===== src/hdl/cdu_pkg.sv =====
package cdu_pkg;
  // Port addresses in the I/O space
  localparam logic [15:0] SYSCTL_ADDR = 16'h07fd;
  localparam logic [15:0] USB_SEL_ADDR = 16'h07fe;
  localparam logic [15:0] ANALOG_PHASE_LOOP_MODE_ADDR = 16'h07ff;
  // System control layout
  localparam int DIV_LSB = 0;
  localparam int DIV_W = 3;
  localparam logic [2:0] DIV_RESET = 3'h0;
  // USB selection and status layout
  localparam int SEL_BIT = 0;
  localparam int ANA_FLAG_BIT = 1;
  localparam int DIG_FLAG_BIT = 2;
  localparam logic SEL_RESET = 1'b0;
  // Analog loop mode layout
  localparam int STAT_BIT = 0;
  localparam int MODE_BIT = 1;
  localparam int ON_BIT = 2;
  localparam int COUNT_LSB = 3;
  localparam int DIVF_BIT = 11;
  localparam int LOOP_MULTIPLY_FIELD_LSB = 12;
  localparam logic [3:0] LOOP_MULTIPLY_FIELD_RESET = 4'h0;
  localparam logic [7:0] COUNT_RESET = 8'h00;
  // Value the lock counter starts from when multiply mode is entered
  localparam logic [7:0] LOCK_LOAD = 8'hff;
  // Reference clock prescale for the lock counter
  localparam logic [3:0] PRESCALE_LAST = 4'hf;
endpackage : cdu_pkg

===== src/hdl/cdu_div_if.sv =====
`timescale 1ns/1ps
// Carries the divide code to the output divider and the divided clock back
interface cdu_div_if;
  logic [2:0] div_code; // Current divide field
  logic div_clk;        // Divided clock for the output pin
  modport ctrl (output div_code, input div_clk);
  modport div (input div_code, output div_clk);
endinterface : cdu_div_if


===== src/hdl/cdu_clock_ctrl.sv =====
`timescale 1ns/1ps
module cdu_clock_ctrl
  import cdu_pkg::*;
(
  input wire logic CLK,
  input wire logic RST_N,
  input wire logic CE,
  input wire logic [15:0] IO_ADDR,
  input wire logic IO_WR,
  input wire logic IO_RD,
  input wire logic [15:0] IO_WDATA,
  output logic [15:0] IO_RDATA,
  output logic EXT_CLOCK_OUT,
  output logic USB_DIGITAL_EN,
  output logic USB_ANALOG_EN,
  output logic [3:0] ANALOG_PHASE_LOOP_LOOP_MULTIPLY_FIELD,
  output logic ANALOG_PHASE_LOOP_DIV_SEL,
  output logic ANALOG_PHASE_LOOP_VCO_ON,
  output logic ANALOG_PHASE_LOOP_MULTIPLY_MODE
);
  // Register contents
  logic [2:0] output_clock_divide_field; // Output divide code
  logic usb_source_select;               // Requested USB source, 1 = analog
  logic digital_loop_active_flag;        // Digital loop drives the USB clock
  logic analog_loop_active_flag;         // Analog loop drives the USB clock
  logic [3:0] loop_multiply_field;       // Analog multiply factor less one
  logic div_factor_sel;                  // Analog divide factor select
  logic vco_on;                          // VCO forced on
  logic loop_multiply_field_mode;                       // Multiply mode
  logic [7:0] lock_count;                // Lock timer
  logic lock_stat;                       // Lock reached
  logic [3:0] prescale;                  // Reference divide by sixteen
  logic lock_tick;                       // One count interval elapsed
  logic want_analog;                     // Analog requested and locked
  logic mode_q;                          // Multiply mode as seen last enabled cycle
  logic [15:0] next_rdata;               // Read mux output

  cdu_div_if dif ();

  // Full 16-bit address compare shared by read and write decode
  function automatic logic hit(input logic [15:0] addr, input logic [15:0] reg_addr);
    hit = (addr == reg_addr);
  endfunction : hit

  assign dif.div_code = output_clock_divide_field;
  cdu_external_clock_output_div u_div (
    .clk(CLK),
    .rst_n(RST_N),
    .ce(CE),
    .dif(dif)
  );
  assign EXT_CLOCK_OUT = dif.div_clk;

  // System control write; only the divide field has storage
  // fixed port decode
  always_ff @(posedge CLK or negedge RST_N) begin
    if (!RST_N) begin
      output_clock_divide_field <= DIV_RESET;
    end else if (CE && IO_WR && hit(IO_ADDR, SYSCTL_ADDR)) begin
      output_clock_divide_field <= IO_WDATA[DIV_LSB +: DIV_W];
    end
  end

  // USB source select write
  // select bit storage
  always_ff @(posedge CLK or negedge RST_N) begin
    if (!RST_N) begin
      usb_source_select <= SEL_RESET;
    end else if (CE && IO_WR && hit(IO_ADDR, USB_SEL_ADDR)) begin
      usb_source_select <= IO_WDATA[SEL_BIT];
    end
  end

  // Analog loop configuration fields
  always_ff @(posedge CLK or negedge RST_N) begin
    if (!RST_N) begin
      loop_multiply_field <= LOOP_MULTIPLY_FIELD_RESET;
      div_factor_sel <= 1'b0;
      vco_on <= 1'b0;
      loop_multiply_field_mode <= 1'b0;
    end else if (CE && IO_WR && hit(IO_ADDR, ANALOG_PHASE_LOOP_MODE_ADDR)) begin
      loop_multiply_field <= IO_WDATA[LOOP_MULTIPLY_FIELD_LSB +: 4];
      div_factor_sel <= IO_WDATA[DIVF_BIT];
      vco_on <= IO_WDATA[ON_BIT];
      loop_multiply_field_mode <= IO_WDATA[MODE_BIT];
    end
  end

  // Reference prescaler; held at zero outside multiply mode so each lock load starts it from zero
  assign lock_tick = (prescale == PRESCALE_LAST);
  always_ff @(posedge CLK or negedge RST_N) begin
    if (!RST_N) begin
      prescale <= 4'h0;
    end else if (CE) begin
      if (!loop_multiply_field_mode) begin
        prescale <= 4'h0;
      end else begin
        prescale <= prescale + 4'h1;
      end
    end
  end

  // Mode seen last cycle; a rising mode starts the lock timer
  // Kept under the enable so a frozen cycle cannot fake a mode edge
  always_ff @(posedge CLK or negedge RST_N) begin
    if (!RST_N) begin
      mode_q <= 1'b0;
    end else if (CE) begin
      mode_q <= loop_multiply_field_mode;
    end
  end

  // Lock timer: loads on entry to multiply mode, counts down, then flags lock
  // lock countdown
  always_ff @(posedge CLK or negedge RST_N) begin
    if (!RST_N) begin
      lock_count <= COUNT_RESET;
      lock_stat <= 1'b0;
    end else if (CE) begin
      if (!loop_multiply_field_mode) begin
        // Leaving multiply mode drops lock at once
        lock_count <= COUNT_RESET;
        lock_stat <= 1'b0;
      end else if (prescale == 4'h0 && !lock_stat && lock_count == 8'h00 && !mode_q) begin
        lock_count <= LOCK_LOAD;
      end else if (lock_count != 8'h00) begin
        if (lock_tick) begin
          lock_count <= lock_count - 8'h01;
        end
      end else begin
        lock_stat <= 1'b1;
      end
    end
  end

  // Analog takes over only once it is both requested and locked
  assign want_analog = usb_source_select && lock_stat;

  // Break-before-make switch: old source off one cycle, then new source on
  // digital after reset
  always_ff @(posedge CLK or negedge RST_N) begin
    if (!RST_N) begin
      digital_loop_active_flag <= 1'b1;
      analog_loop_active_flag <= 1'b0;
    end else if (CE) begin
      if (want_analog) begin
        if (digital_loop_active_flag) begin
          digital_loop_active_flag <= 1'b0;
        end else begin
          analog_loop_active_flag <= 1'b1;
        end
      end else begin
        if (analog_loop_active_flag) begin
          analog_loop_active_flag <= 1'b0;
        end else begin
          digital_loop_active_flag <= 1'b1;
        end
      end
    end
  end

  assign USB_DIGITAL_EN = digital_loop_active_flag;
  assign USB_ANALOG_EN = analog_loop_active_flag;
  assign ANALOG_PHASE_LOOP_LOOP_MULTIPLY_FIELD = loop_multiply_field;
  assign ANALOG_PHASE_LOOP_DIV_SEL = div_factor_sel;
  assign ANALOG_PHASE_LOOP_MULTIPLY_MODE = loop_multiply_field_mode;
  // VCO runs when forced on or in multiply mode
  assign ANALOG_PHASE_LOOP_VCO_ON = vco_on | loop_multiply_field_mode;

  // Read mux; reserved and unmapped bits read zero
  always_comb begin
    next_rdata = 16'h0000;
    if (hit(IO_ADDR, SYSCTL_ADDR)) begin
      next_rdata[DIV_LSB +: DIV_W] = output_clock_divide_field;
    end else if (hit(IO_ADDR, USB_SEL_ADDR)) begin
      next_rdata[SEL_BIT] = usb_source_select;
      next_rdata[ANA_FLAG_BIT] = analog_loop_active_flag;
      next_rdata[DIG_FLAG_BIT] = digital_loop_active_flag;
    end else if (hit(IO_ADDR, ANALOG_PHASE_LOOP_MODE_ADDR)) begin
      next_rdata[LOOP_MULTIPLY_FIELD_LSB +: 4] = loop_multiply_field;
      next_rdata[DIVF_BIT] = div_factor_sel;
      next_rdata[COUNT_LSB +: 8] = lock_count;
      next_rdata[ON_BIT] = vco_on;
      next_rdata[MODE_BIT] = loop_multiply_field_mode;
      next_rdata[STAT_BIT] = lock_stat;
    end
  end

  // Read data is registered: valid the cycle after the read strobe
  always_ff @(posedge CLK or negedge RST_N) begin
    if (!RST_N) begin
      IO_RDATA <= 16'h0000;
    end else if (CE && IO_RD) begin
      IO_RDATA <= next_rdata;
    end
  end
endmodule : cdu_clock_ctrl


===== src/hdl/cdu_external_clock_output_div.sv =====
`timescale 1ns/1ps
module cdu_external_clock_output_div
  import cdu_pkg::*;
(
  input wire logic clk,
  input wire logic rst_n,
  input wire logic ce,
  cdu_div_if.div dif
);
  logic [2:0] cnt;      // Cycles spent in the current half period
  logic tog;            // Toggling output for even divides
  logic [2:0] code_q;   // Code seen last cycle, to restart on change
  logic half_done;      // Half period complete

  assign half_done = (cnt == dif.div_code - 3'h1);

  // Half period counter; a new code restarts it so no runt period lingers
  // half period counting
  always_ff @(posedge clk or negedge rst_n) begin
    if (!rst_n) begin
      cnt <= 3'h0;
      tog <= 1'b0;
      code_q <= DIV_RESET;
    end else if (ce) begin
      code_q <= dif.div_code;
      if (dif.div_code != code_q || dif.div_code == 3'h0) begin
        cnt <= 3'h0;
      end else if (half_done) begin
        // Toggle every code cycles: divide by twice the code
        cnt <= 3'h0;
        tog <= ~tog;
      end else begin
        cnt <= cnt + 3'h1;
      end
    end
  end

  // Code zero passes the CPU clock straight through, as no flop can divide by one
  // divide by one path
  assign dif.div_clk = (dif.div_code == 3'h0) ? clk : tog;
endmodule : cdu_external_clock_output_div


===== config.mk =====
export PLATFORM = sky130hd
export DESIGN_NAME = cdu_clock_ctrl
export DESIGN_NICKNAME = d
export VERILOG_FILES = /design/src/hdl/cdu_pkg.sv /design/src/hdl/cdu_div_if.sv /design/src/hdl/cdu_clock_ctrl.sv /design/src/hdl/cdu_external_clock_output_div.sv
export SDC_FILE = /design/constraint.sdc
export NUM_CORES = 1
export LEC_CHECK = 0
export BUFFER_PORTS_ARGS = -buffer_cell sky130_fd_sc_hd__buf_4
export CAP_MARGIN = 20
export CORE_MARGIN = 2
export CORE_UTILIZATION = 45
export DETAILED_ROUTE_END_ITERATION = 10
export PLACE_DENSITY = 0.7
export SYNTH_ARGS = -nofsm -noshare
export SYNTH_HDL_FRONTEND = slang
export SYNTH_HIERARCHICAL = 1
export SYNTH_SLANG_ARGS = --single-unit

===== constraint.sdc =====
create_clock -name CLK -period 3 [get_ports CLK]
set_input_delay 0.6 -clock CLK [delete_from_list [all_inputs] [get_ports CLK]]
set_output_delay 0.6 -clock CLK [all_outputs]
set_load 0.01 [all_outputs]

==> impl_summary.md, run 1 <==
GRT
The initial antenna violation count is 0. The number of global-route vias before repair was 1931. For this run, the total global-route usage over all layers was measured as 0.195. Entering global routing, the biggest net connects 51 pins. For this run the aggregate overflow at the end of global routing stands at 0.

The first global-routing pass estimated ~9.4 mm of wire.

Finish
The number of fill cells is 502. Leaving out fill and tap cells, the most frequent cell in the layout is sky130_fd_sc_hd__buf_4. Leaving out fill and tap cells, the most frequent cells in the layout are sky130_fd_sc_hd__buf_4, sky130_fd_sc_hd__dfrtp_1, sky130_fd_sc_hd__inv_1. The sequential cell area is 0.00125 mm2. The final layout contains about 340 nets.

Of the cells placed in the final design, the portion with a size suffix greater than 1 is 0.342. The number of cells in the finished layout apart from fillers is 364. The area growth from synthesis to layout is 23.7%. The footprint of the multi-input gates is 0.00121 mm2. 0 antenna diodes ended up in the layout.

Min path
The path class of the tightest hold or removal check is input pin to async pin.

Floorplanning
The area inside the core boundary is 0.00551 mm2. From left edge to right edge, the die measures 79.7 um. The die is about 80 um tall. The die footprint is 0.00636 mm2.

The effective utilization at floorplan is 0.469. The initialized floorplan defines 27 standard-cell rows. The I/O pin count is 63.

Setup path
Data on the critical path is required at its endpoint by 2400 ps. The cell with the largest stage delay on the worst path is sky130_fd_sc_hd__mux2_2. Measured in cells, the most critical reg-to-reg path has a length of 6. The critical path class is clock port to output pin. Walking the worst path, the cells encountered are clkbuf_8 -> clkbuf_8 -> mux2_2 -> buf_4. The worst setup path is launched from a clock port. The startpoint of the lowest-slack register-to-register path is lock_count[0]. Grouping stages by cell kind, the critical path spends the most delay in buffers and inverters. Across all register-to-register paths, the minimum setup slack is 720 ps. STA puts the critical path data arrival time at 2130 ps. The endpoint of the most critical register-to-register path is lock_count[4]. For this run, the slowest stage of the critical path takes 260 ps. The largest fanout of any net on the critical path is 2. The worst setup path is captured at an output pin. Together, buffers and inverters on the worst path number 3.

The cell that appears most often on the critical path is sky130_fd_sc_hd__clkbuf_8.

Yosys
The post-synthesis instance total is 233. Counting distinct cell types in the post-synthesis netlist gives between 50 and 60. The proportion of synthesized chip area in sequential cells is 0.485.

The average instance in the mapped netlist occupies 11.1 um2. The synthesized netlist occupies a cell area of around 0.0026 mm2. Counting flops with an async set or reset pin after synthesis yields a share of 1.00. The synthesized design contains 50 register bits. The count of flip-flops with a built-in enable after synthesis is 0. The count of yosys warnings during synthesis is 6.

Counting every net in the synthesized netlist gives 277. Among all flip-flop cells after synthesis, the most frequent one is sky130_fd_sc_hd__dfrtp_1.

Placed design
During placement, the flow inserted port buffers numbering between 50 and 60. The placed cell count is 353. Timing analysis after detailed placement gives a worst setup slack of approximately 520 ps. The half-perimeter wire length after placement is between 4 and 5 mm. The routability-driven placement congestion ratio is 0.889.

Timing
The number of slew-limit violations in the final report is 0. The worst clock skew is between 8 and 9 ps. Final hold analysis gives a worst-case slack of roughly 190 ps. The worst pin sits at a relative slew slack of 0.580. The setup slack of the critical path after layout is between 200 and 300 ps.

The slew at the pin closest to its max-slew limit is 630 ps. The number of failing hold endpoints at the final stage is 0. The sum of negative setup slack is 0 ps.

Setup repair after global routing left no endpoint under its margin. Setup violations remaining at the end of the flow were counted as 0.

Drt
The post-route DRC violation count is 0. Dividing the detail-routed via count by the number of cells gives 5.56. Dividing the detail-routed wire length by the instance count gives 15.5 um. The final wirelength is 5.63 mm. The detailed-route via count is 2025. For this run, the detailed router's first-pass iteration total came to 4. The number of routed nets with antenna violations is 0. The number of DRC markers in iteration 0 is between 150 and 200.

Clock network
Post-CTS repair changed the size of 0 cells. The clock input transition at the sequential cells of the worst setup and hold paths is 80 ps. TritonCTS built the clock tree. The number of buffers inserted to repair setup after CTS is 0.

The clock latency on the worst-skew pair is between 400 and 500 ps. The number of buffers added to fix hold violations after cts is 0.

Run
The count of maximum capacitance violations is 0.

Pwr
The worst vdd rail ir drop is 210 uV. Power spread over the standard cell area amounts to ~430 mW/mm2. The standby leakage power is between 0.0015 and 0.002 uW.

Run status
The flow ran to the end, and the final reports show no timing, DRC or antenna violations.
per-stage QoR:
step	util	instance area [um2]	power (uW)
6_report	0.580	3190	1380
5_1_grt	0.580	3190	1460
4_1_cts	0.580	3190	1400
3_5_place_dp	0.555	3060	881
3_3_place_gp	0.555	3060	882
2_1_floorplan	-	2580	802
cells by family after synthesis:
group                    after synthesis  share of synthesized area
flip-flops                            50                      0.485
AND/OR/NAND/NOR                       61                      0.143
AO/OA/AOI/OAI                         59                      0.173
buffers and inverters                 28                     0.0441
adder cells (fa/ha/maj)                7                     0.0339
multiplexers                          20                     0.0848
XOR/XNOR                               8                     0.0354
cells in the mapped netlist, types with 5 or more instances:
cell	instances	share of area
sky130_fd_sc_hd__nor3_1	6	0.012
sky130_fd_sc_hd__clkbuf_1	7	0.010
sky130_fd_sc_hd__o21ai_0	11	0.021
sky130_fd_sc_hd__nand3_1	8	0.016
sky130_fd_sc_hd__mux2_2	15	0.065
sky130_fd_sc_hd__inv_1	19	0.028
sky130_fd_sc_hd__a22o_1	12	0.041
sky130_fd_sc_hd__ha_1	7	0.034
sky130_fd_sc_hd__a21oi_1	6	0.012
sky130_fd_sc_hd__nor2_1	9	0.013
sky130_fd_sc_hd__mux2i_1	5	0.019
sky130_fd_sc_hd__dfrtp_1	49	0.48
sky130_fd_sc_hd__nand2_1	14	0.020
sky130_fd_sc_hd__xor2_1	5	0.017
per-layer routing:
metal / track usage / wire (um) / vias to the layer above
met1: 0.268 / 2630 / 961
met4: 0.107 / 65 / 0
met5: 0 / 0 / -
li1: - / - / 982
met3: 0.0452 / 331 / 6
met2: 0.283 / 2600 / 76
flip-flops by register name (all words and copies together) (netlist names), 3 cells and up:
register and cells:
dif.div_code 3, ANALOG_PHASE_LOOP_LOOP_MULTIPLY_FIELD 4, u_div/code_q 3, lock_count 8, prescale 4, IO_RDATA 16, u_div/cnt 3
power by group:
group	total, uW	internal, uW	switching, uW
registers	686	679	6.83
clock network	557	296	260
logic	142	59.1	82.6
worst register-to-register path: cells and delay by family (launching register included):
family          cells  cell delay [ps]
simple gates        2              970
compound gates      2              450
flops               1              400
fa+ha+maj           1              220
buf+inv             1              120
cell type report:
| type | instances | area share |
|---|---|---|
| clock buffers | 10 | 0.0411 |
| clock inverters | 2 | 0.00392 |
| inverters | 19 | 0.0223 |
| multi-input cells | 155 | 0.380 |
| flip-flops and latches | 50 | 0.392 |
| well taps | 72 | 0.0282 |
| repair buffers | 56 | 0.132 |
how the worst max path moves through the flow:
stage,startpoint,endpoint,slack (ps),depth (start not counted)
finish,CLK,EXT_CLOCK_OUT,270,4
global route,CLK,EXT_CLOCK_OUT,250,4
CTS,CLK,EXT_CLOCK_OUT,260,4
detailed placement,CLK,EXT_CLOCK_OUT,520,2
global placement,CLK,EXT_CLOCK_OUT,520,2
floorplan,CLK,EXT_CLOCK_OUT,620,1
Note: power is estimated with default switching activity, not from simulation.
==> inputs of run 2 (changes only) <==
--- a/config.mk
+++ b/config.mk
@@ -7,6 +7,7 @@
 export LEC_CHECK = 0
 export BUFFER_PORTS_ARGS = -buffer_cell sky130_fd_sc_hd__buf_4
 export CAP_MARGIN = 20
+export CORE_ASPECT_RATIO = 0.6
 export CORE_MARGIN = 2
 export CORE_UTILIZATION = 45
 export DETAILED_ROUTE_END_ITERATION = 10
==> run 2 against run 1 <==
Clock power shrank 7.0%. Final cell count grew 1.9%. Non-clock buffer count is the same. Critical path depth is the same. Clock-buffer cell count grew 1. Global-route usage shrank 0.21 points.
==> impl_summary.md, run 2 (synthesis gave the netlist of run 1 again) <==
Min path
The worst hold-check path type is input pin to async pin.

Finish
Compared with the post-synthesis result, the final layout area differs by 23.4%. The library cell used most frequently in the layout, excluding fill and tap cells, is sky130_fd_sc_hd__buf_4. The largest registers in the layout are IO_RDATA x16, lock_count x8.

The number of fill cells is 494 (-1.6%). Counting flops per register, the top entry is IO_RDATA. The number of diodes added for antenna fixing was 0 (unchanged). The sequential cell area is 0.00125 mm2 (unchanged).

The fraction of final layout cells with drive strength greater than 1 is 0.333 (-0.00913). The flip-flop count of the largest register after layout is 16 (unchanged). Leaving out fill and tap cells, the most frequent cells in the layout are sky130_fd_sc_hd__buf_4, sky130_fd_sc_hd__dfrtp_1, sky130_fd_sc_hd__inv_1. The layout net count was 335 (unchanged). The footprint of the multi-input gates was 0.00121 mm2 (unchanged). The number of cells in the finished layout apart from fillers was 371 (+1.9%).

Pwr
The standby leakage power is 0.00156 uW (-0.57%). The worst vdd rail ir drop is 200 uV (-4.8%). The power density over cell area is 424 mW/mm2 (-2.3%).

Drt
The routed wirelength normalized by instance count was 15.7 um (+1.8%). The iteration count of the initial detailed-routing pass is 4 (unchanged). The average via count per standard cell was 5.59 (+0.44%).

The detailed-route via count was 2073 (+2.4%). The post-route DRC violation count came to 0 (unchanged). The number of routed nets with antenna violations was 0 (unchanged).

The final wirelength is 5.84 mm (+3.8%). The number of DRC markers in iteration 0 is 142 (-10%).

Timing
The sum of negative setup slack came to 0 ps (unchanged). The slew at the pin closest to its max-slew limit is 629 ps (-0.933 ps). The number of failing hold endpoints at the final stage came to 0 (unchanged).

The setup slack of the critical path after layout came to 280 ps (+5.82 ps). The final setup violation count came to 0 (unchanged). The worst clock skew is 2.41 ps (-6.01 ps).

The number of slew-limit violations in the final report is 0 (unchanged). The relative max-transition margin came to 0.581 (+0.000622). Setup repair after global routing left no endpoint under its margin.

Placed design
The routability-driven placement congestion ratio is 0.917 (+3.1%). The placed cell count is 361 (+2.3%). The quantity of I/O buffers inserted on ports is 54 (unchanged).

The half-perimeter wire length after placement is 4.30 mm (+6.8%). The placement-stage worst setup slack is 522 ps (unchanged).

Setup path
The kind of start point of the critical path is a clock port. The largest fanout of any net on the critical path is 2 (unchanged). The worst setup slack for register-to-register paths is 680 ps (-40 ps). The most prevalent standard cell on the critical path is sky130_fd_sc_hd__clkbuf_8. The worst register-to-register path begins at lock_count[0]. The worst path arrival time is 2120 ps (about the same).

The signal on the critical path passes through clkbuf_8 -> clkbuf_8 -> mux2_2 -> buf_4. The largest individual stage delay along the critical path comes from the cell sky130_fd_sc_hd__mux2_2. The largest stage delay on the critical path is 250 ps (about the same). The sort of element at the end of the critical path is an output pin.

The worst register-to-register path ends at lock_count[4]. The critical path class is clock port to output pin. The required time at the worst-slack endpoint is 2400 ps (about the same). The path depth of the worst reg2reg path came to 6 (unchanged).

GRT
The global routing usage summed across all routing layers is 0.193 (-0.00211). The initial antenna violation count is 0 (unchanged). The total grt overflow is 0 (unchanged). The maximum number of pins on one net before global-route repair is 51 (unchanged). The number of global-route vias before repair is 1961 (+1.6%).

The wire length of the first global-routing pass came to 9.63 mm (+2.7%).

Clock network
The number of buffers added to fix hold violations after cts is 0 (unchanged). The number of buffers inserted to repair setup after CTS is 0 (unchanged). The post-cts repair resize count was 0 (unchanged). The clock input transition at the sequential cells of the worst setup and hold paths was 90 ps (about the same). The clock latency on the worst-skew pair is 400 ps (about the same). The clock tree from TritonCTS is done.

Run status
The flow ran to the end, and the final reports show no timing, DRC or antenna violations.

Floorplanning
The floorplan die height came to 62.7 um (-21%). The effective utilization at floorplan is 0.466 (-0.00317). The I/O pin count is 63 (unchanged). The die footprint came to 0.00638 mm2 (+0.32%).

The die width was 102 um (+28%). The number of placement rows is 21 (-22%). The area inside the core boundary is 0.00554 mm2 (+0.68%).

Run
The count of maximum capacitance violations came to 0 (unchanged).
## run 2: cell count changes in the layout (fill, tap and decap cells not counted)
cell / delta
sky130_fd_sc_hd__clkbuf_1: +2
sky130_fd_sc_hd__clkbuf_8: -1
sky130_fd_sc_hd__clkinv_2: -1
sky130_fd_sc_hd__clkinvlp_4: -1
## run 2: worst max path at each step
stage | start | to | slack [ps] | depth (start not counted)
global route | CLK | EXT_CLOCK_OUT | 260 | 4
CTS | CLK | EXT_CLOCK_OUT | 270 | 4
floorplan | CLK | EXT_CLOCK_OUT | 620 | 1
finish | CLK | EXT_CLOCK_OUT | 280 | 4
detailed placement | CLK | EXT_CLOCK_OUT | 520 | 2
global placement | CLK | EXT_CLOCK_OUT | 520 | 2
## run 2: metal layers
layer	GRT usage	vias up	wire length [um]
met5	0	-	0
met2	0.241	81	2340
li1	-	976	-
met3	0.0649	4	509
met4	0.0473	0	26
met1	0.311	1012	2970
## run 2: critical path, delay by kind of cell
family	cells	cell delay, ps
muxes	1	250
buffers and inverters	3	370
## run 2: cell type report
cell class / instances / share of cell area
Multi-Input combinational cell: 155 / 0.382
Clock buffer: 11 / 0.0393
Timing Repair Buffer: 56 / 0.132
Inverter: 19 / 0.0224
Tap cell: 80 / 0.0314
Sequential cell: 50 / 0.393
## run 2: metrics by stage
stage | total power [uW] | hold WS [ps] | util | area [um2]
final | 1350 | 216 | 0.574 | 3180
after global routing | 1410 | 256 | 0.574 | 3180
after CTS | 1360 | 238 | 0.574 | 3180
after detailed placement | 884 | 472 | 0.553 | 3070
after global placement | 883 | 469 | 0.553 | 3070
after floorplan | 802 | 304 | - | 2580
## run 2: power by group
| group | switching [uW] | internal (uW) | leakage [uW] | total [uW] |
|---|---|---|---|---|
| clock | 246 | 272 | 0.0000690 | 518 |
| sequential | 7.50 | 679 | 0.000691 | 687 |
| combinational | 84.7 | 59.1 | 0.000803 | 144 |
==> inputs of run 3 (changes only) <==
--- a/config.mk
+++ b/config.mk
@@ -5,13 +5,15 @@
 export SDC_FILE = /design/constraint.sdc
 export NUM_CORES = 1
 export LEC_CHECK = 0
+export ABC_AREA = 1
 export BUFFER_PORTS_ARGS = -buffer_cell sky130_fd_sc_hd__buf_4
 export CAP_MARGIN = 20
 export CORE_ASPECT_RATIO = 0.6
 export CORE_MARGIN = 2
 export CORE_UTILIZATION = 45
 export DETAILED_ROUTE_END_ITERATION = 10
-export PLACE_DENSITY = 0.7
+export HOLD_SLACK_MARGIN = 0.03
+export PLACE_DENSITY = 0.69
 export SYNTH_ARGS = -nofsm -noshare
 export SYNTH_HDL_FRONTEND = slang
 export SYNTH_HIERARCHICAL = 1
==> run 3 against run 2 <==
Critical path depth grew 1. Power rose by 0.45%. Clock-buffer cell count shrank 1. Area after synthesis up 8.9%. Global-route usage rose by 1.2 points. Final area increased by 7.3%. Die area rose by 8.4%. Combinational power is 34% lower. Worst hold slack got worse by 23 ps. Worst setup slack improved by 110 ps. Critical path type unchanged.
==> impl_summary.md, run 3 <==
Yosys
By instance count, the leading cell after synthesis is sky130_fd_sc_hd__nand2_1. The async set-reset flop share out of synthesis was 1.00 (unchanged). The portion of netlist area occupied by mux cells is 0 (-0.0848). The fraction of synthesized cell area in xor and xnor cells came to 0.00935 (-0.0260). The synthesized-area fraction occupied by adder cells was 0.0312 (-0.00278). The number of nets produced by synthesis is 399 (+44%). After synthesis, the largest family of logic cells by area is simple AND/OR/NAND/NOR gates.

The number of distinct library cells after synthesis is 38 (-31%). The proportion of synthesized chip area in sequential cells came to 0.445 (-0.0397). The share of the synthesized area in the top cell type is 0.436 (-0.0389). The primary flip-flop cell chosen by synthesis mapping is sky130_fd_sc_hd__dfrtp_1. The count of flip-flops with a built-in enable after synthesis is 0 (unchanged). The average instance area after synthesis is 7.92 um2 (-29%). The count of yosys warnings during synthesis is 6 (unchanged).

The post-synthesis cell area is 0.00281 mm2 (+8.9%). The post-synthesis instance total is 355 (+52%). Ranked by instance count, the synthesized netlist is headed by sky130_fd_sc_hd__nand2_1, sky130_fd_sc_hd__dfrtp_1, sky130_fd_sc_hd__nand3_1. The biggest area consumer among synthesized cells is sky130_fd_sc_hd__dfrtp_1. The post-synthesis share of cell area spent on and, or, nand and nor gates is 0.338 (+0.195). By area the synthesized netlist is led by sky130_fd_sc_hd__dfrtp_1, sky130_fd_sc_hd__nand2_1, sky130_fd_sc_hd__nand3_1. The post-synthesis sequential element count is 50 (unchanged). The complex-gate fraction of the synthesized area is 0.0961 (-0.0769).

GRT
The wire length of the first global-routing pass is 10.8 mm (+12%). The met3 usage came to 0.0625 (-0.00238). The maximum number of pins on one net before global-route repair is 51 (unchanged). The global routing usage summed across all routing layers is 0.205 (+0.0123). The met2 routing resource usage after global routing is 0.294 (+0.0526). The total grt overflow is 0 (unchanged). The most used routing layer in global routing is met2. The number of global-route vias before repair is 2290 (+17%). The initial antenna violation count is 0 (unchanged).

The global routing usage on met1 was 0.291 (-0.0204).

Drt
The detailed-route via count is 2427 (+17%). The number of routed nets with antenna violations was 0 (unchanged). The routed wirelength normalized by instance count is 12.7 um (-19%). The final wirelength is 6.30 mm (+7.9%). The number of DRC markers in iteration 0 is 169 (+19%). The average via count per standard cell is 4.88 (-13%).

The iteration count of the initial detailed-routing pass came to 5 (+1). The post-route DRC violation count is 0 (unchanged).

Finish
The top cell types in the final layout, fill and taps aside, are sky130_fd_sc_hd__nand2_1, sky130_fd_sc_hd__buf_4, sky130_fd_sc_hd__dfrtp_1. The number of diodes added for antenna fixing is 0 (unchanged). Leaving out fill and tap cells, the most frequent cell in the layout is sky130_fd_sc_hd__nand2_1. The sequential cell area is 0.00125 mm2 (unchanged). The number of fill cells is 561 (+14%). Compared with the post-synthesis result, the final layout area differs by 21.5%. The flip-flop count of the largest register after layout is 16 (unchanged). The number of cells in the finished layout apart from fillers is 497 (+34%). In the final layout, the registers with the most flip-flops are IO_RDATA x16, lock_count x8. The layout net count is 456 (+36%). Ranked by flip-flop count, first place goes to IO_RDATA. The footprint of the multi-input gates is 0.00134 mm2 (+9.9%). The fraction of final layout cells with drive strength greater than 1 is 0.274 (-0.0597).

Setup path
The most prevalent standard cell on the critical path is sky130_fd_sc_hd__clkbuf_8. The cell count along the critical path is 5 (+1). The required time at the worst-slack endpoint is 2400 ps (about the same).

The endpoint of the most critical register-to-register path is lock_count[4]. In this design, the largest share of critical-path delay is due to buffers and inverters. The worst setup slack for register-to-register paths is 1410 ps (+730 ps). The critical path class is clock port to output pin. The count of buffer and inverter cells on the critical path is 3 (unchanged). The largest fanout of any net on the critical path is 2 (unchanged). The cell with the largest stage delay on the worst path is sky130_fd_sc_hd__buf_4. The worst path arrival time is 2010 ps (-110 ps). The largest stage delay on the critical path is 140 ps (-110 ps). The kind of start point of the critical path is a clock port. STA classifies the critical path endpoint as an output pin. The critical path goes through clkbuf_8 -> clkbuf_8 -> nor2_1 -> a21oi_1 -> buf_4.

The startpoint identified for the worst register-to-register timing path is lock_count[0]. The path depth of the worst reg2reg path was 9 (+3).

Timing
The number of slew-limit violations in the final report was 0 (unchanged). The relative max-transition margin is 0.574 (-0.00674). The sum of negative setup slack is 0 ps (unchanged). Setup repair after global routing left no endpoint under its margin. The slew at the pin closest to its max-slew limit was 639 ps (+10.1 ps). The number of failing hold endpoints at the final stage is 0 (unchanged). The worst clock skew came to 11.7 ps (+9.30 ps). The final setup violation count is 0 (unchanged).

Placed design
The routability-driven placement congestion ratio came to 0.920 (+0.34%). The half-perimeter wire length after placement is 4.62 mm (+7.6%). The placed cell count was 486 (+35%). The quantity of I/O buffers inserted on ports came to 54 (unchanged).

Floorplanning
The floorplan die height is 65.2 um (+4.1%). The area inside the core boundary is 0.00608 mm2 (+9.7%). The effective utilization at floorplan is 0.462 (-0.00343).

The die footprint came to 0.00692 mm2 (+8.4%). The number of placement rows is 22 (+4.8%). The die width was 106 um (+4.2%). The I/O pin count is 63 (unchanged).

Clock network
The number of buffers added to fix hold violations after cts is 0 (unchanged). The clock input transition at the sequential cells of the worst setup and hold paths is 90 ps (about the same). The post-cts repair resize count is 0 (unchanged). TritonCTS built the clock tree. The number of buffers inserted to repair setup after CTS is 0 (unchanged). The clock latency on the worst-skew pair is 420 ps (+20 ps).

Pwr
The worst vdd rail ir drop was 217 uV (+8.7%). The standby leakage power came to 0.00178 uW (+14%). The power density over cell area was 397 mW/mm2 (-6.4%).

Run
The count of maximum capacitance violations came to 0 (unchanged).

Run status
The run finished with clean final reports.

Min path
The worst hold-check path type is input pin to async pin.
[run 3: cell count changes in the layout (fill, tap and decap cells not counted), moves of 5 or more]
cell,previous run,this run
sky130_fd_sc_hd__nor2_1,9,15
sky130_fd_sc_hd__nand2_1,14,113
sky130_fd_sc_hd__mux2_2,15,0
sky130_fd_sc_hd__inv_2,0,11
sky130_fd_sc_hd__inv_1,19,34
sky130_fd_sc_hd__nand2_2,0,8
sky130_fd_sc_hd__o21ai_1,0,15
sky130_fd_sc_hd__a22o_1,12,0
sky130_fd_sc_hd__nand3_1,8,35
sky130_fd_sc_hd__nor3_1,6,1
sky130_fd_sc_hd__o21ai_2,0,11
sky130_fd_sc_hd__mux2i_1,5,0
[run 3: area by class of cell]
cell class | instances | share of cell area
clock inverter | 2 | 0.00513
timing repair buffer | 53 | 0.116
clock buffer | 10 | 0.0385
tap | 84 | 0.0308
inverter | 47 | 0.0516
multi-input combinational | 251 | 0.391
sequential | 50 | 0.367
[run 3: layer usage]
layer	up-vias	wire length, um	part of all wire
li1	1252	-	-
met2	55	2490	0.39
met3	14	310	0.049
met4	0	133	0.021
met1	1106	3370	0.53
met5	-	0	0
[run 3: power breakdown]
part	internal, uW	switching, uW
registers	676	2.37
clock network	299	283
logic	36.8	57.9
[run 3: how the worst max path moves through the flow]
stage,start,end,slack (ps)
4_1_cts,CLK,EXT_CLOCK_OUT,380
6_report,CLK,EXT_CLOCK_OUT,390
5_1_grt,CLK,EXT_CLOCK_OUT,340
3_3_place_gp,CLK,EXT_CLOCK_OUT,650
2_1_floorplan,CLK,EXT_CLOCK_OUT,750
3_5_place_dp,CLK,EXT_CLOCK_OUT,650
[run 3: kinds of logic (layout without fill, tap and decap cells)]
family                     count (synthesis)  in the layout
adders and majority gates                  7              7
and+or+nand+nor                          197            197
xor gates and xnor gates                   3              3
AOI/OAI and AO/OA                         44             44
buffers and inverters                     54            112
DFF                                       50             50
[run 3: metrics by stage]
stage	setup slack (ps)	cell area [um2]	hold slack, ps	power (uW)	util
floorplan	754	2810	304	755	-
finish	395	3420	193	1360	0.561
global route	335	3420	251	1410	0.561
CTS	383	3420	225	1370	0.561
detailed placement	649	3270	462	828	0.538
global placement	648	3270	456	827	0.538
